File: src/sap_pkg_clkgen.sv
// Operation
// - bus is bit clock, word clock, data
// - master makes both clocks, others are slaves
// - transmitter drives data on master's clocks
// - serializer side is slave, takes clocks in
// - deserializer side is master, drives all clocks
// - two channels per line, word clock frames
// - msb first, word clock low means left
// - slave infers word length from word clock
package sap_pkg;
    // system clock rate and link limits
    localparam int SYS_CLK_KHZ   = 200000;
    localparam int BCLK_MAX_KHZ  = 12288;
    localparam int PCLK_KHZ_DEF  = 75000;
    // least bit clock half period in system cycles, rounded up
    localparam int BCLK_HALF_MIN = (SYS_CLK_KHZ + 2 * BCLK_MAX_KHZ - 1) / (2 * BCLK_MAX_KHZ);
    // default half period: 200 MHz / 64 gives about 3.1 MHz
    localparam int BCLK_HALF_DEF = 32;
    localparam int WORD_BITS_DEF = 32;
    localparam int LANES_DEF     = 4;
    localparam int LEN_W         = 8;
    // values after reset
    localparam logic PIN_RST_VAL = 1'b0;
    // transmit side states
    typedef enum logic [0:0] {
        SAP_TX_IDLE = 1'b0,
        SAP_TX_RUN  = 1'b1
    } sap_tx_e;
endpackage

// master clock and bit clock divider for the deserializer side
module sap_clk_gen import sap_pkg::*; #(
    parameter int HALF = BCLK_HALF_DEF
) (
    // clock and reset
    input  wire logic clk,
    input  wire logic rst,
    // run gate
    input  wire logic run,
    // generated clocks
    output logic      mclk_ff,
    output logic      bclk_ff,
    output logic      fall_ff
);
    localparam int CW = $clog2(HALF);

    if (HALF < 2 || HALF % 2 != 0) begin : g_bad_half
        $error("bit clock half period must be even and at least 2");
    end

    logic [CW-1:0] cnt_ff;

    // master clock toggles twice per bit clock half, so it runs at 2x
    always_ff @(posedge clk) begin
        if (rst || !run) begin
            cnt_ff  <= '0;
            mclk_ff <= PIN_RST_VAL;
            bclk_ff <= PIN_RST_VAL;
            fall_ff <= 1'b0;
        end else begin
            fall_ff <= 1'b0;
            if (cnt_ff == CW'(HALF - 1)) begin
                cnt_ff  <= '0;
                mclk_ff <= ~mclk_ff;
                bclk_ff <= ~bclk_ff;
                fall_ff <= bclk_ff;   // high going low
            end else begin
                cnt_ff <= cnt_ff + CW'(1);
                if (cnt_ff == CW'(HALF / 2 - 1)) begin
                    mclk_ff <= ~mclk_ff;
                end
            end
        end
    end
endmodule

File: src/sap_audio_port.sv
// serializer side slave receiver and deserializer side master transmitter
module sap_audio_port import sap_pkg::*; #(
    parameter int LANES     = LANES_DEF,
    parameter int WORD_BITS = WORD_BITS_DEF,
    parameter int TX_BITS   = WORD_BITS_DEF,
    parameter int BCLK_HALF = BCLK_HALF_DEF,
    parameter int PCLK_KHZ  = PCLK_KHZ_DEF
) (
    // system
    input  wire logic                       SYS_CLK,
    input  wire logic                       RST,
    // serializer side pins, all driven by the external master
    input  wire logic                       SER_BIT_CLOCK,
    input  wire logic                       SER_AUDIO_WORD_CLOCK,
    input  wire logic [LANES-1:0]           SER_AUDIO_DATA_LINE,
    // captured words
    output logic      [LANES*WORD_BITS-1:0] RX_WORD,
    output logic      [LEN_W-1:0]           RX_WORD_LEN,
    output logic                            RX_RIGHT,
    output logic                            RX_VALID,
    // transmit sample source
    input  wire logic                       TX_ENABLE,
    input  wire logic [LANES*TX_BITS-1:0]   TX_SAMPLE,
    output logic                            TX_SAMPLE_TAKEN,
    output logic                            TX_NEXT_RIGHT,
    // deserializer side master pins
    output logic                            DES_MASTER_CLOCK,
    output logic                            DES_BIT_CLOCK,
    output logic                            DES_AUDIO_WORD_CLOCK,
    output logic      [LANES-1:0]           DES_AUDIO_DATA_LINE
);
    localparam int TW = $clog2(TX_BITS);

    // our own bit clock must respect the limits the source side obeys
    if (SYS_CLK_KHZ / (2 * BCLK_HALF) > BCLK_MAX_KHZ ||
        SYS_CLK_KHZ / BCLK_HALF > PCLK_KHZ || BCLK_HALF < BCLK_HALF_MIN) begin : g_bad_rate
        $error("bit clock too fast for link limits");
    end
    if (WORD_BITS < 2 || WORD_BITS >= 255 || TX_BITS < 2 || LANES < 1) begin : g_bad_size
        $error("unsupported word width or lane count");
    end

    // receive side: slave to the external clocks
    logic [2:0]       s_bclk_ff;
    logic [1:0]       s_wc_ff;
    logic [LANES-1:0] s_d0_ff;
    logic [LANES-1:0] s_d1_ff;
    logic             rx_rise;
    logic             wc_last_ff;
    logic             seen_ff;
    logic [LEN_W-1:0] cnt_ff;
    logic [LEN_W-1:0] nxt_cnt;
    logic [WORD_BITS-1:0] rx_sh_ff  [LANES];
    logic [WORD_BITS-1:0] nxt_rx_sh [LANES];

    // two stages on every pin, three on the bit clock; stage 0 feeds only stage 1
    always_ff @(posedge SYS_CLK) begin
        if (RST) begin
            s_bclk_ff <= '0;
            s_wc_ff   <= '0;
            s_d0_ff   <= '0;
            s_d1_ff   <= '0;
        end else begin
            s_bclk_ff <= {s_bclk_ff[1:0], SER_BIT_CLOCK};
            s_wc_ff   <= {s_wc_ff[0], SER_AUDIO_WORD_CLOCK};
            s_d0_ff   <= SER_AUDIO_DATA_LINE;
            s_d1_ff   <= s_d0_ff;
        end
    end

    // data is taken on the external bit clock rising edge
    assign rx_rise = s_bclk_ff[1] & ~s_bclk_ff[2];
    assign nxt_cnt = (cnt_ff == '1) ? cnt_ff : cnt_ff + LEN_W'(1);

    // msb first shift; bits past WORD_BITS are dropped, keeping the msbs
    for (genvar l = 0; l < LANES; l++) begin : g_rx_lane
        assign nxt_rx_sh[l] = (cnt_ff < LEN_W'(WORD_BITS)) ?
                              {rx_sh_ff[l][WORD_BITS-2:0], s_d1_ff[l]} : rx_sh_ff[l];
        always_ff @(posedge SYS_CLK) begin
            if (RST) begin
                rx_sh_ff[l] <= '0;
                RX_WORD[l*WORD_BITS +: WORD_BITS] <= '0;
            end else if (rx_rise) begin
                if (s_wc_ff[1] != wc_last_ff) begin
                    rx_sh_ff[l] <= '0;
                    if (seen_ff) begin
                        RX_WORD[l*WORD_BITS +: WORD_BITS] <= nxt_rx_sh[l];
                    end
                end else begin
                    rx_sh_ff[l] <= nxt_rx_sh[l];
                end
            end
        end
    end

    // a word clock change marks the last bit of the word, one before the next msb
    always_ff @(posedge SYS_CLK) begin
        if (RST) begin
            wc_last_ff  <= 1'b0;
            seen_ff     <= 1'b0;
            cnt_ff      <= '0;
            RX_WORD_LEN <= '0;
            RX_RIGHT    <= 1'b0;
            RX_VALID    <= 1'b0;
        end else begin
            RX_VALID <= 1'b0;
            if (rx_rise) begin
                if (s_wc_ff[1] != wc_last_ff) begin
                    wc_last_ff <= s_wc_ff[1];
                    seen_ff    <= 1'b1;
                    cnt_ff     <= '0;
                    if (seen_ff) begin
                        RX_WORD_LEN <= nxt_cnt;   // long halves still close on the turn
                        RX_RIGHT    <= wc_last_ff;
                        RX_VALID    <= 1'b1;
                    end
                end else begin
                    cnt_ff <= nxt_cnt;
                end
            end
        end
    end

    // transmit side: master of every bus clock
    sap_tx_e         tx_st_ff;
    logic            gen_mclk;
    logic            gen_bclk;
    logic            gen_fall;
    logic [TW-1:0]   bit_ff;
    logic [TW-1:0]   nxt_bit;
    logic            wc_ff;
    logic [LANES*TX_BITS-1:0] tx_sh_ff;

    sap_clk_gen #(
        .HALF    (BCLK_HALF)
    ) u_clk_gen (
        .clk     (SYS_CLK),
        .rst     (RST),
        .run     (tx_st_ff == SAP_TX_RUN),
        .mclk_ff (gen_mclk),
        .bclk_ff (gen_bclk),
        .fall_ff (gen_fall)
    );

    assign nxt_bit = (bit_ff == TW'(TX_BITS - 1)) ? '0 : bit_ff + TW'(1);

    // master clocks leave through one register each
    always_ff @(posedge SYS_CLK) begin
        if (RST) begin
            DES_MASTER_CLOCK <= PIN_RST_VAL;
            DES_BIT_CLOCK    <= PIN_RST_VAL;
        end else begin
            DES_MASTER_CLOCK <= gen_mclk;
            DES_BIT_CLOCK    <= gen_bclk;
        end
    end

    // frame sequencer; stops only before a left word so frames stay whole
    always_ff @(posedge SYS_CLK) begin
        if (RST) begin
            tx_st_ff             <= SAP_TX_IDLE;
            bit_ff               <= TW'(TX_BITS - 2);
            wc_ff                <= 1'b0;
            tx_sh_ff             <= '0;
            TX_SAMPLE_TAKEN      <= 1'b0;
            TX_NEXT_RIGHT        <= 1'b0;
            DES_AUDIO_WORD_CLOCK <= PIN_RST_VAL;
            DES_AUDIO_DATA_LINE  <= '0;
        end else begin
            TX_SAMPLE_TAKEN <= 1'b0;
            case (tx_st_ff)
                SAP_TX_IDLE: begin
                    bit_ff <= TW'(TX_BITS - 2);
                    wc_ff  <= 1'b0;
                    if (TX_ENABLE) begin
                        tx_st_ff <= SAP_TX_RUN;
                    end
                end
                SAP_TX_RUN: begin
                    if (gen_fall) begin
                        if (nxt_bit == '0 && !wc_ff && !TX_ENABLE) begin
                            tx_st_ff            <= SAP_TX_IDLE;
                            DES_AUDIO_DATA_LINE <= '0;
                        end else begin
                            bit_ff <= nxt_bit;
                            // word clock flips with the lsb, one bit before msb
                            if (nxt_bit == TW'(TX_BITS - 1)) begin
                                wc_ff                <= ~wc_ff;
                                DES_AUDIO_WORD_CLOCK <= ~wc_ff;
                                TX_NEXT_RIGHT        <= ~wc_ff;
                            end
                            if (nxt_bit == '0) begin
                                tx_sh_ff        <= TX_SAMPLE;
                                TX_SAMPLE_TAKEN <= 1'b1;
                            end
                            for (int l = 0; l < LANES; l++) begin
                                DES_AUDIO_DATA_LINE[l] <= (nxt_bit == '0) ?
                                    TX_SAMPLE[l*TX_BITS + TX_BITS - 1] :
                                    tx_sh_ff[l*TX_BITS + TX_BITS - 1 - int'(nxt_bit)];
                            end
                        end
                    end
                end
                default: tx_st_ff <= SAP_TX_IDLE;
            endcase
        end
    end
endmodule

File: config.mk
export PLATFORM = sky130hd
export DESIGN_NAME = sap_audio_port
export DESIGN_NICKNAME = d
export VERILOG_FILES = /design/src/sap_pkg_clkgen.sv /design/src/sap_audio_port.sv
export SDC_FILE = /design/constraint.sdc
export NUM_CORES = 1
export LEC_CHECK = 0
export ABC_AREA = 0
export BUFFER_PORTS_ARGS = -buffer_cell sky130_fd_sc_hd__buf_2
export CAP_MARGIN = 25
export CORE_ASPECT_RATIO = 0.7
export CORE_UTILIZATION = 61
export CTS_CLUSTER_DIAMETER = 60
export CTS_CLUSTER_SIZE = 20
export DETAILED_ROUTE_END_ITERATION = 8
export PLACE_DENSITY = 0.9
export SKIP_CTS_REPAIR_TIMING = 1
export SLEW_MARGIN = 20
export SYNTH_ARGS = -nofsm -noshare
export SYNTH_HDL_FRONTEND = slang
export SYNTH_SLANG_ARGS = --single-unit
File: constraint.sdc
create_clock -name SYS_CLK -period 7.67 [get_ports SYS_CLK]
set_input_delay 1.534 -clock SYS_CLK [delete_from_list [all_inputs] [get_ports SYS_CLK]]
set_output_delay 1.534 -clock SYS_CLK [all_outputs]
set_load 0.01 [all_outputs]
==> impl_metrics.py, run 1 <==
metrics = {
    "power_and_ir_drop": {
        "power_switching_uw": 864.2,
        "leakagePower_uw": 0.008285,
        "swShare": 0.2123,
        "ir_drop_uv": 178.9,
        "power_frac_comb": 0.034,
        "seqPwrFrac": 0.602,
        "fin_total_pwr_uw": 4071,
        "p_per_area_nw_per_um2": 204.2,
        "power.share.clock": 0.364,
        "internal-power_uw": 3207,
    },
    "job": {
        "cap_viol_max_count": 0,
    },
    "placement": {
        "place_inst": 2314,
        "dp_slack_ps": 2947,
        "hpwl_um": 28210,
        "place_congestion": 0.9212,
        "io_buffers": 283,
    },
    "layout": {
        "final_nets": 2115,
        "area_growth_syn_to_layout_pct": 12.47,
        "drive_above_1_share": 0.1837,
        "instances_no_fill": 2360,
    },
    "route": {
        "drtIter0Drc": 1242,
        "drc": 0,
        "wirelength_um": 42560,
        "vias": 13870,
        "wire_per_inst_um": 18.03,
        "postRouteAntennaNets": 0,
        "avgViaCountPerCell": 5.878,
        "drtPass1Iterations": 6,
    },
    "global_routing": {
        "grt_pass1_wl_um": 66720,
        "gr-total-overflow": 0,
        "grt_pass1_vias": 13040,
        "antenna_found_initial": 2,
        "grt_use_total": 0.2792,
        "grt_max_degree": 123,
    },
    "floorplanning": {
        "core-area_um2": 28200,
        "row_count": 51,
        "die_w_um": 205.7,
        "dieHeight_um": 144.6,
        "io_pins": 284,
        "initial_core_util": 0.6284,
        "die_area_um2": 29750,
    },
    "worst_setup_path": {
        "worst-path-buf-inv": 1,
        "crit_required_ps": 8060,
        "setup.worst_path.start_class": "flop",
        "crit_path_max_incr_delay_ps": 880,
        "crit_chain": "ha_1 > and3_1 > ha_1 > nor2b_1 > mux2_4 > or3_1 > or3_4 > buf_4 > nand2_1 > a21oi_1",
        "critPathTopFamily": "simple AND/OR/NAND/NOR gates",
        "crit_path_frequent_cell": "ha_1",
        "crit_arrival_ps": 5280,
        "end_kind": "flop",
        "slowest_stage": "dfxtp_1",
        "crit_type": "reg2reg",
        "cp_max_fo": 83,
        "rrSetupSlack_ps": 2780,
    },
    "timing": {
        "period_share": 0.6369,
        "setup_ws_ps": 2785,
        "tns_ps": 0,
        "finalMaxSlewViolations": 0,
        "hold_violations": 0,
        "finalSetupViolCount": 0,
        "tightest_slew_ps": 1054,
        "skew_ps": 17.84,
        "period_needed_ps": 4885,
        "fmax_ghz": 0.2047,
        "max_slew_margin": 0.2976,
        "rsz0062_at_grt": "false",
    },
    "logic_synthesis": {
        "synth-edff-count": 128,
        "yosys_warnings": 0,
        "synth.net_count": 1932,
        "synthCells": 1789,
        "syn_area_per_cell_um2": 9.907,
        "synth_seq_cells": 440,
        "synth_flop_cell": "dfxtp_1",
        "ys_types": 62,
        "syn_area_um2": 17720,
        "yosysSeqAreaShare": 0.5693,
        "async_flop_share": 0,
    },
    "clock_network": {
        "cts_max_level": 1,
        "clock_latency_ps": 560,
        "cts_buffers": 26,
        "cts_sinks": 440,
        "cts_tree": "yes",
        "cts_buffer_depth": 3,
        "cts.clk_slew.worst_paths_ps": 80,
        "clk_root_buffer_cell": "clkbuf_16",
    },
    "run_status": {
        "status": "finished, final reports clean",
    },
    "worst_hold_path": {
        "holdCritPathClass": "reg2reg",
    },
}
## worst register-to-register path, cell delays in order, from the launching register on
cell	delay (ps)
dfxtp_1	880
ha_1	370
and3_1	180
ha_1	690
nor2b_1	160
mux2_4	390
or3_1	570
or3_4	670
buf_4	460
nand2_1	270
a21oi_1	80
## registers in the layout (all words and copies together), names as in the netlist, 5 cells and up
register and flops:
RX_WORD 128, RX_WORD_LEN 8, bit_ff 5, cnt_ff 8, rx_sh_ff 128, tx_sh_ff 128, u_clk_gen.cnt_ff 5
## path summary, 6_finish.rpt
| check | cells past startpoint | startpoint | endpoint |
|---|---|---|---|
| setup / recovery | 10 | bit_ff[0]$_SDFFE_PP0P_ | tx_sh_ff[56]$_SDFFE_PP0P_ |
| hold / removal | 1 | s_d0_ff[0]$_SDFF_PP0_ | s_d1_ff[0]$_SDFF_PP0_ |
| setup reg to reg | 10 | bit_ff[0]$_SDFFE_PP0P_ | tx_sh_ff[56]$_SDFFE_PP0P_ |
| hold reg to reg | 1 | s_d0_ff[0]$_SDFF_PP0_ | s_d1_ff[0]$_SDFF_PP0_ |
## cell families (layout without fill, tap and decap cells)
kind of cell / Yosys count / after routing / synth area share
adders and majority gates: 6 / 6 / 0.004235
and+or+nand+nor: 652 / 652 / 0.1491
buffers and inverters: 155 / 353 / 0.03981
xor gates and xnor gates: 12 / 12 / 0.005930
other: 0 / 2 / 0
AOI/OAI and AO/OA: 364 / 364 / 0.1341
muxes: 160 / 160 / 0.09763
DFF: 440 / 440 / 0.5693
## cells in the final DEF (no fill, tap or decap), types with 13 or more instances in the layout
cell type and instances:
a211oi_1 140, buf_2 282, nor2b_1 20, edfxtp_1 128
buf_4 17, nor2_1 287, clkbuf_16 29, dfxtp_1 312
mux2i_1 141, o21ai_0 13, a21oi_1 146, nand2_1 291
## power groups by stage
stage               registers [uW]  clock network, uW  logic [uW]
detailed placement            2500                  0         136
global route                  2460               1590         150
CTS                           2450               1490         138
floorplan                     2500                  0        76.5
finish                        2450               1480         138
global placement              2500                  0         133
## synth_stat cells, types with 6 or more instances
master	n	area [um^2]
xor2_1	7	61.31
mux4_2	9	202.7
a221oi_1	10	87.58
nand3_1	8	40.04
edfxtp_1	128	3844
a211oi_1	140	1051
buf_2	21	105.1
inv_1	9	33.78
clkbuf_1	106	397.9
nor2_1	287	1077
o21ai_0	13	65.06
nand2_1	291	1092
a21oi_1	146	730.7
dfxtp_1	312	6246
mux2_2	9	101.4
nor3_1	8	40.04
o211ai_1	7	52.55
or3_1	8	50.05
o221ai_1	10	87.58
nor2b_1	20	125.1
buf_6	12	135.1
ha_1	6	75.07
mux2i_1	141	1411
## layout make-up
cell class,instances,area (um^2)
timing repair buffer,301,1574
tap,371,464.2
multi-input combinational,1194,6955
inverter,9,36.28
sequential,440,10090
antenna,2,5.005
clock inverter,3,40.04
clock buffer,40,770.7
fill,2070,8269
## per-stage QoR
step                  util  cell area (um^2)  hold slack [ps]
floorplan                -             17720            413.8
global placement    0.6776             19110            419.3
detailed placement  0.6776             19110            426.0
CTS                 0.7064             19920            445.5
global route        0.7067             19930            460.7
finish              0.7068             19940            446.1
## metal layers
layer | up-vias | share of wire | GRT usage
met2 | 517 | 0.45 | 0.4336
met1 | 6637 | 0.45 | 0.3961
met3 | 84 | 0.068 | 0.05160
li1 | 6633 | - | -
met4 | 0 | 0.029 | 0.08733
met5 | - | 0 | 0
No activity file was read; power rests on OpenSTA's default activity.
==> run 2: changes to the inputs <==
ABC_AREA = 1   (was 0)
CORE_UTILIZATION = 51   (was 61)
PLACE_DENSITY = 0.81   (was 0.9)
clock period = 4 ns   (was 7.67 ns; I/O delays follow)
==> run 2 against run 1 <==
  * Register-to-register slack got worse by 2300 ps
  * Cell count increased by 19%
  * Utilization decreased by 11 points
  * Design area increased by 3.2%
  * Combinational power increased to 2.9 times the previous value
  * Via count increased by 7.9%
  * First-iteration DRC count increased by 9.3%
  * Area after synthesis increased by 1.6%
  * Highest routed layer is now met5
==> impl_metrics.py, run 2 <==
metrics = {
    "timing": {
        "skew_ps": 20.65,
        "max_slew_margin": 0.3649,
        "period_needed_ps": 3511,
        "finalSetupViolCount": 0,
        "hold_violations": 0,
        "tightest_slew_ps": 949.3,
        "fmax_ghz": 0.2848,
        "tns_ps": 0,
        "period_share": 0.8777,
        "rsz0062_at_grt": "false",
        "finalMaxSlewViolations": 0,
    },
    "job": {
        "cap_viol_max_count": 0,
    },
    "clock_network": {
        "cts_max_level": 1,
        "cts_buffers": 28,
        "cts.clk_slew.worst_paths_ps": 80,
        "cts_buffer_depth": 3,
        "clock_latency_ps": 570,
        "cts_tree": "yes",
        "cts_sinks": 440,
        "clk_root_buffer_cell": "clkbuf_16",
    },
    "floorplanning": {
        "dieHeight_um": 159.2,
        "row_count": 57,
        "die_area_um2": 36080,
        "die_w_um": 226.6,
        "core-area_um2": 34730,
        "io_pins": 284,
        "initial_core_util": 0.5185,
    },
    "placement": {
        "hpwl_um": 28560,
        "placed_area_um2": 19690,
        "place_inst": 2762,
        "io_buffers": 283,
        "place_congestion": 0.8370,
    },
    "logic_synthesis": {
        "synth.net_count": 2279,
        "async_flop_share": 0,
        "synthTopCellsByCount": "nor2_1, dfxtp_1, inv_1",
        "synth_flop_cell": "dfxtp_1",
        "yosysTopAreaCell": "dfxtp_1",
        "yosys_warnings": 0,
        "synth_area_leaders": "dfxtp_1, edfxtp_1, nor2_1, a21oi_1, a211oi_1",
        "synth.most_common_cell": "nor2_1",
        "synth_seq_cells": 440,
        "syn_area_per_cell_um2": 8.430,
        "synthCells": 2136,
        "syn_area_um2": 18010,
        "ys_types": 31,
        "synth_top_area_share": 0.3469,
        "synth-edff-count": 128,
        "yosysSeqAreaShare": 0.5603,
    },
    "route": {
        "vias": 14960,
        "postRouteAntennaNets": 0,
        "avgViaCountPerCell": 5.315,
        "drtPass1Iterations": 7,
        "drtIter0Drc": 1358,
        "wirelength_um": 42840,
        "drc": 0,
        "wire_per_inst_um": 15.22,
    },
    "worst_setup_path": {
        "crit_arrival_ps": 3950,
        "end_kind": "flop",
        "cp-startpoint": "bit_ff[0]$_SDFFE_PP0P_",
        "crit_required_ps": 4440,
        "setup.worst_path.start_class": "flop",
        "regToRegStartpoint": "bit_ff[0]$_SDFFE_PP0P_",
        "cp_max_fo": 88,
        "crit_type": "reg2reg",
    },
    "global_routing": {
        "grt_pass1_wl_um": 68820,
        "grt_max_degree": 136,
        "grt_use_total": 0.2324,
        "antenna_found_initial": 5,
        "gr-total-overflow": 0,
        "grt_pass1_vias": 13750,
    },
    "layout": {
        "final_nets": 2463,
        "drive_above_1_share": 0.1556,
        "mostFrequentLayoutCells": "nor2_1, dfxtp_1, buf_2, inv_1, a21oi_1",
        "final_area_um2": 20570,
        "multi_input_area_um2": 6335,
        "reg_top3": "RX_WORD x128, rx_sh_ff x128, tx_sh_ff x128",
        "num-fill-cells": 3031,
        "area_growth_syn_to_layout_pct": 14.22,
        "instances_no_fill": 2815,
        "mostFrequentLayoutCell": "nor2_1",
        "regArea_um2": 10090,
    },
    "run_status": {
        "status": "finished, final reports clean",
    },
    "power_and_ir_drop": {
        "leakagePower_uw": 0.008047,
        "p_per_area_nw_per_um2": 390.2,
        "ir_drop_uv": 301.9,
    },
    "worst_hold_path": {
        "holdCritPathClass": "reg2reg",
        "min_from": "s_d0_ff[3]$_SDFF_PP0_",
    },
}
## run 2: cell count changes after synthesis, sizes merged, moves of 12 or more
cell    delta
a211oi    -12
a21oi     +65
buf       +51
clkbuf    -42
inv      +238
mux2i    -133
nand2     -80
nand3    +111
nor2      +80
nor2b     -20
o21ai    +187
## run 2: routing by layer
layer | up-vias | routed length (um) | track usage
li1 | 7498 | - | -
met1 | 6948 | 19510 | 0.3225
met2 | 441 | 19290 | 0.3677
met3 | 73 | 2754 | 0.04429
met4 | 2 | 1266 | 0.07156
met5 | - | 13 | 0
## run 2: final timing paths
path	end	slack [ps]	cells after the start
worst max-delay path	tx_sh_ff[51]$_SDFFE_PP0P_	490	11
worst min-delay path	s_d1_ff[3]$_SDFF_PP0_	400	2
worst max register to register	tx_sh_ff[51]$_SDFFE_PP0P_	490	11
worst min register to register	s_d1_ff[3]$_SDFF_PP0_	400	2
## run 2: power breakdown
| part | switching [uW] | leakage, uW | internal (uW) |
|---|---|---|---|
| combinational | 267 | 0.00377 | 136 |
| clock | 1520 | 0.000419 | 1410 |
| sequential | 31.5 | 0.00386 | 4660 |
## run 2: worst max-delay path: stages, from the launching register on
cell	delay (ps)
dfxtp_1	660
ha_1	270
nand2_1	90
nor2_1	120
ha_1	380
inv_1	360
nand3_1	170
nor2_2	250
nand4_4	410
buf_12	370
o21ai_1	210
a21oi_1	70
## run 2: final cells by class
type                       instances  area share
antenna                            3   0.0003650
clock buffer                      43     0.03881
clock inverter                     7    0.003407
inverter                         247     0.04520
multi-input combinational       1294      0.3080
sequential                       440      0.4906
tap                              472     0.02871
timing repair buffer             309     0.08493
## run 2: kinds of logic (layout without fill, tap and decap cells)
kind of cell,count (synthesis),count (layout),synth area share
and+or+nand+nor,706,706,0.1584
DFF,440,440,0.5603
AOI/OAI and AO/OA,570,570,0.1797
other,0,3,0
muxes,8,8,0.004447
adders and majority gates,6,6,0.004169
xor gates and xnor gates,4,4,0.001945
buffers and inverters,402,606,0.09102
## run 2: metrics by stage
step           utilization  total power, uW  hold WS (ps)  setup slack, ps
4_1_cts             0.5920             8093         402.2            600.0
3_5_place_dp        0.5670             5192         393.3            633.9
3_3_place_gp        0.5662             5176         390.7            797.0
5_1_grt             0.5922             8323         412.0            233.0
6_report            0.5922             8025         404.6            489.3
2_1_floorplan            -             5026         388.3            942.7
==> run 3: changes to the inputs <==
REMOVE_ABC_BUFFERS = 1   (was default)
==> run 3 against run 2 <==
  * Non-clock buffer count increased by 2
  * Setup slack improved by 580 ps
  * Via count decreased by 0.22%
  * Wire length increased by 0.56%
  * Maximum frequency increased by 20%
  * Power increased by 4.3%
  * Flip-flop and latch count unchanged
  * Design area increased by 0.71%
  * Die area unchanged
  * Clock power increased by 12%
  * Combinational power about the same
  * Sequential power about the same
==> impl_metrics.py, run 3 (synthesized netlist as in run 2, its figures left out) <==
metrics = {
    "global_routing": {
        "grt_pass1_wl_um": 68500,
        "grt_pass1_vias": 13650,
        "grt_max_degree": 154,
        "grt_use_total": 0.2313,
        "antenna_found_initial": 4,
        "gr-total-overflow": 0,
    },
    "route": {
        "met3_length_um": 2287,
        "drtPass1Iterations": 5,
        "postRouteAntennaNets": 0,
        "wirelength_um": 43080,
        "wire_per_inst_um": 15.26,
        "vias": 14930,
        "m1WireLength_um": 19540,
        "drtIter0Drc": 1267,
        "drc": 0,
        "avgViaCountPerCell": 5.288,
        "routed.top_layer": "met5",
        "met2_length_um": 19930,
    },
    "layout": {
        "mostFrequentLayoutCells": "nor2_1, dfxtp_1, buf_2, inv_1, a21oi_1",
        "final_nets": 2467,
        "mostFrequentLayoutCell": "nor2_1",
        "final_area_um2": 20710,
        "area_growth_syn_to_layout_pct": 15.02,
        "drive_above_1_share": 0.1601,
        "reg_top3": "RX_WORD x128, rx_sh_ff x128, tx_sh_ff x128",
        "instances_no_fill": 2823,
    },
    "floorplanning": {
        "io_pins": 284,
        "row_count": 57,
        "dieHeight_um": 159.2,
        "die_area_um2": 36080,
        "core-area_um2": 34730,
        "initial_core_util": 0.5185,
        "die_w_um": 226.6,
    },
    "timing": {
        "period_needed_ps": 2926,
        "tightest_slew_ps": 960.4,
        "finalSetupViolCount": 0,
        "period_share": 0.7316,
        "setup_ws_ps": 1074,
        "finalMaxSlewViolations": 0,
        "skew_ps": 23.24,
        "hold_violations": 0,
        "max_slew_margin": 0.3574,
        "rsz0062_at_grt": "false",
        "fmax_ghz": 0.3417,
    },
    "clock_network": {
        "cts_tree": "yes",
        "cts_buffer_depth": 3,
        "cts.clk_slew.worst_paths_ps": 80,
        "cts_max_level": 1,
        "clock_latency_ps": 580,
        "clk_root_buffer_cell": "clkbuf_16",
        "cts_buffers": 30,
        "cts_sinks": 440,
    },
    "power_and_ir_drop": {
        "leakagePower_uw": 0.008123,
        "ir_drop_uv": 296.8,
        "p_per_area_nw_per_um2": 404.2,
    },
    "worst_setup_path": {
        "crit_required_ps": 4440,
        "crit_type": "reg2reg",
        "cp_max_fo": 26,
        "end_kind": "flop",
        "setup.worst_path.start_class": "flop",
        "crit_arrival_ps": 3370,
    },
    "placement": {
        "dp_slack_ps": 1196,
        "placed_area_um2": 19670,
        "io_buffers": 283,
        "hpwl_um": 28870,
        "place_congestion": 0.8667,
        "place_inst": 2764,
    },
    "job": {
        "cap_viol_max_count": 0,
    },
    "run_status": {
        "status": "finished, final reports clean",
    },
    "worst_hold_path": {
        "holdCritPathClass": "reg2reg",
    },
}
==> run 3: changes by cell type in the layout (fill, tap and decap cells not counted), moves of 3 or more <==
cell	before	now
inv_8	4	0
clkbuf_16	29	32
buf_4	17	21
clkinv_2	0	4
clkbuf_1	12	8
==> run 3: worst paths after layout <==
path                          start                                   to  slack (ps)  depth (start not counted)
max          bit_ff[0]$_SDFFE_PP0P_  DES_AUDIO_DATA_LINE[3]$_SDFFE_PP0P_        1070                         15
min           s_d0_ff[1]$_SDFF_PP0_                s_d1_ff[1]$_SDFF_PP0_         400                          2
max reg2reg  bit_ff[0]$_SDFFE_PP0P_  DES_AUDIO_DATA_LINE[3]$_SDFFE_PP0P_        1070                         15
min reg2reg   s_d0_ff[1]$_SDFF_PP0_                s_d1_ff[1]$_SDFF_PP0_         400                          2
==> run 3: per-layer routing <==
layer,global-route usage,vias up
met1,0.3262,6888
met3,0.03728,83
met5,0,-
met2,0.3638,439
met4,0.07310,2
li1,-,7517
==> run 3: area by class of cell <==
type	instances	area (um^2)
multi-input combinational	1294	6335
inverter	247	928.4
timing repair buffer	311	1729
clock buffer	42	858.3
tap	472	590.6
fill	3043	14020
sequential	440	10090
antenna	3	7.507
clock inverter	14	173.9
==> run 3: power by group <==
group          internal [uW]  leakage [uW]  switching (uW)
sequential              4660       0.00386            31.2
combinational            136       0.00377             264
clock                   1670      0.000497            1610
total                   6470       0.00812            1900
==> run 3: worst max-delay path, cell delays in order (launching register included) <==
cell and delay (ps):
dfxtp_1 320, ha_1 210, nand2_1 110, nor2_1 50, ha_1 250, inv_2 130
nand2_2 70, buf_4 240, inv_1 630, nand3_1 160, nand3_1 140, nand3_1 100
nand3_1 160, nand3_1 90, nand2_1 60, a21oi_1 50
==> run 3: through the flow <==
| step | setup TNS [ps] | hold WS (ps) | util | total power (uW) |
|---|---|---|---|---|
| floorplan | -1095510 | 388.3 | - | 5009 |
| global placement | 0 | 391.4 | 0.5664 | 5175 |
| detailed placement | 0 | 392.2 | 0.5664 | 5189 |
| CTS | 0 | 377.8 | 0.5961 | 8433 |
| global route | 0 | 393.1 | 0.5963 | 8656 |
| finish | 0 | 404.4 | 0.5963 | 8373 |
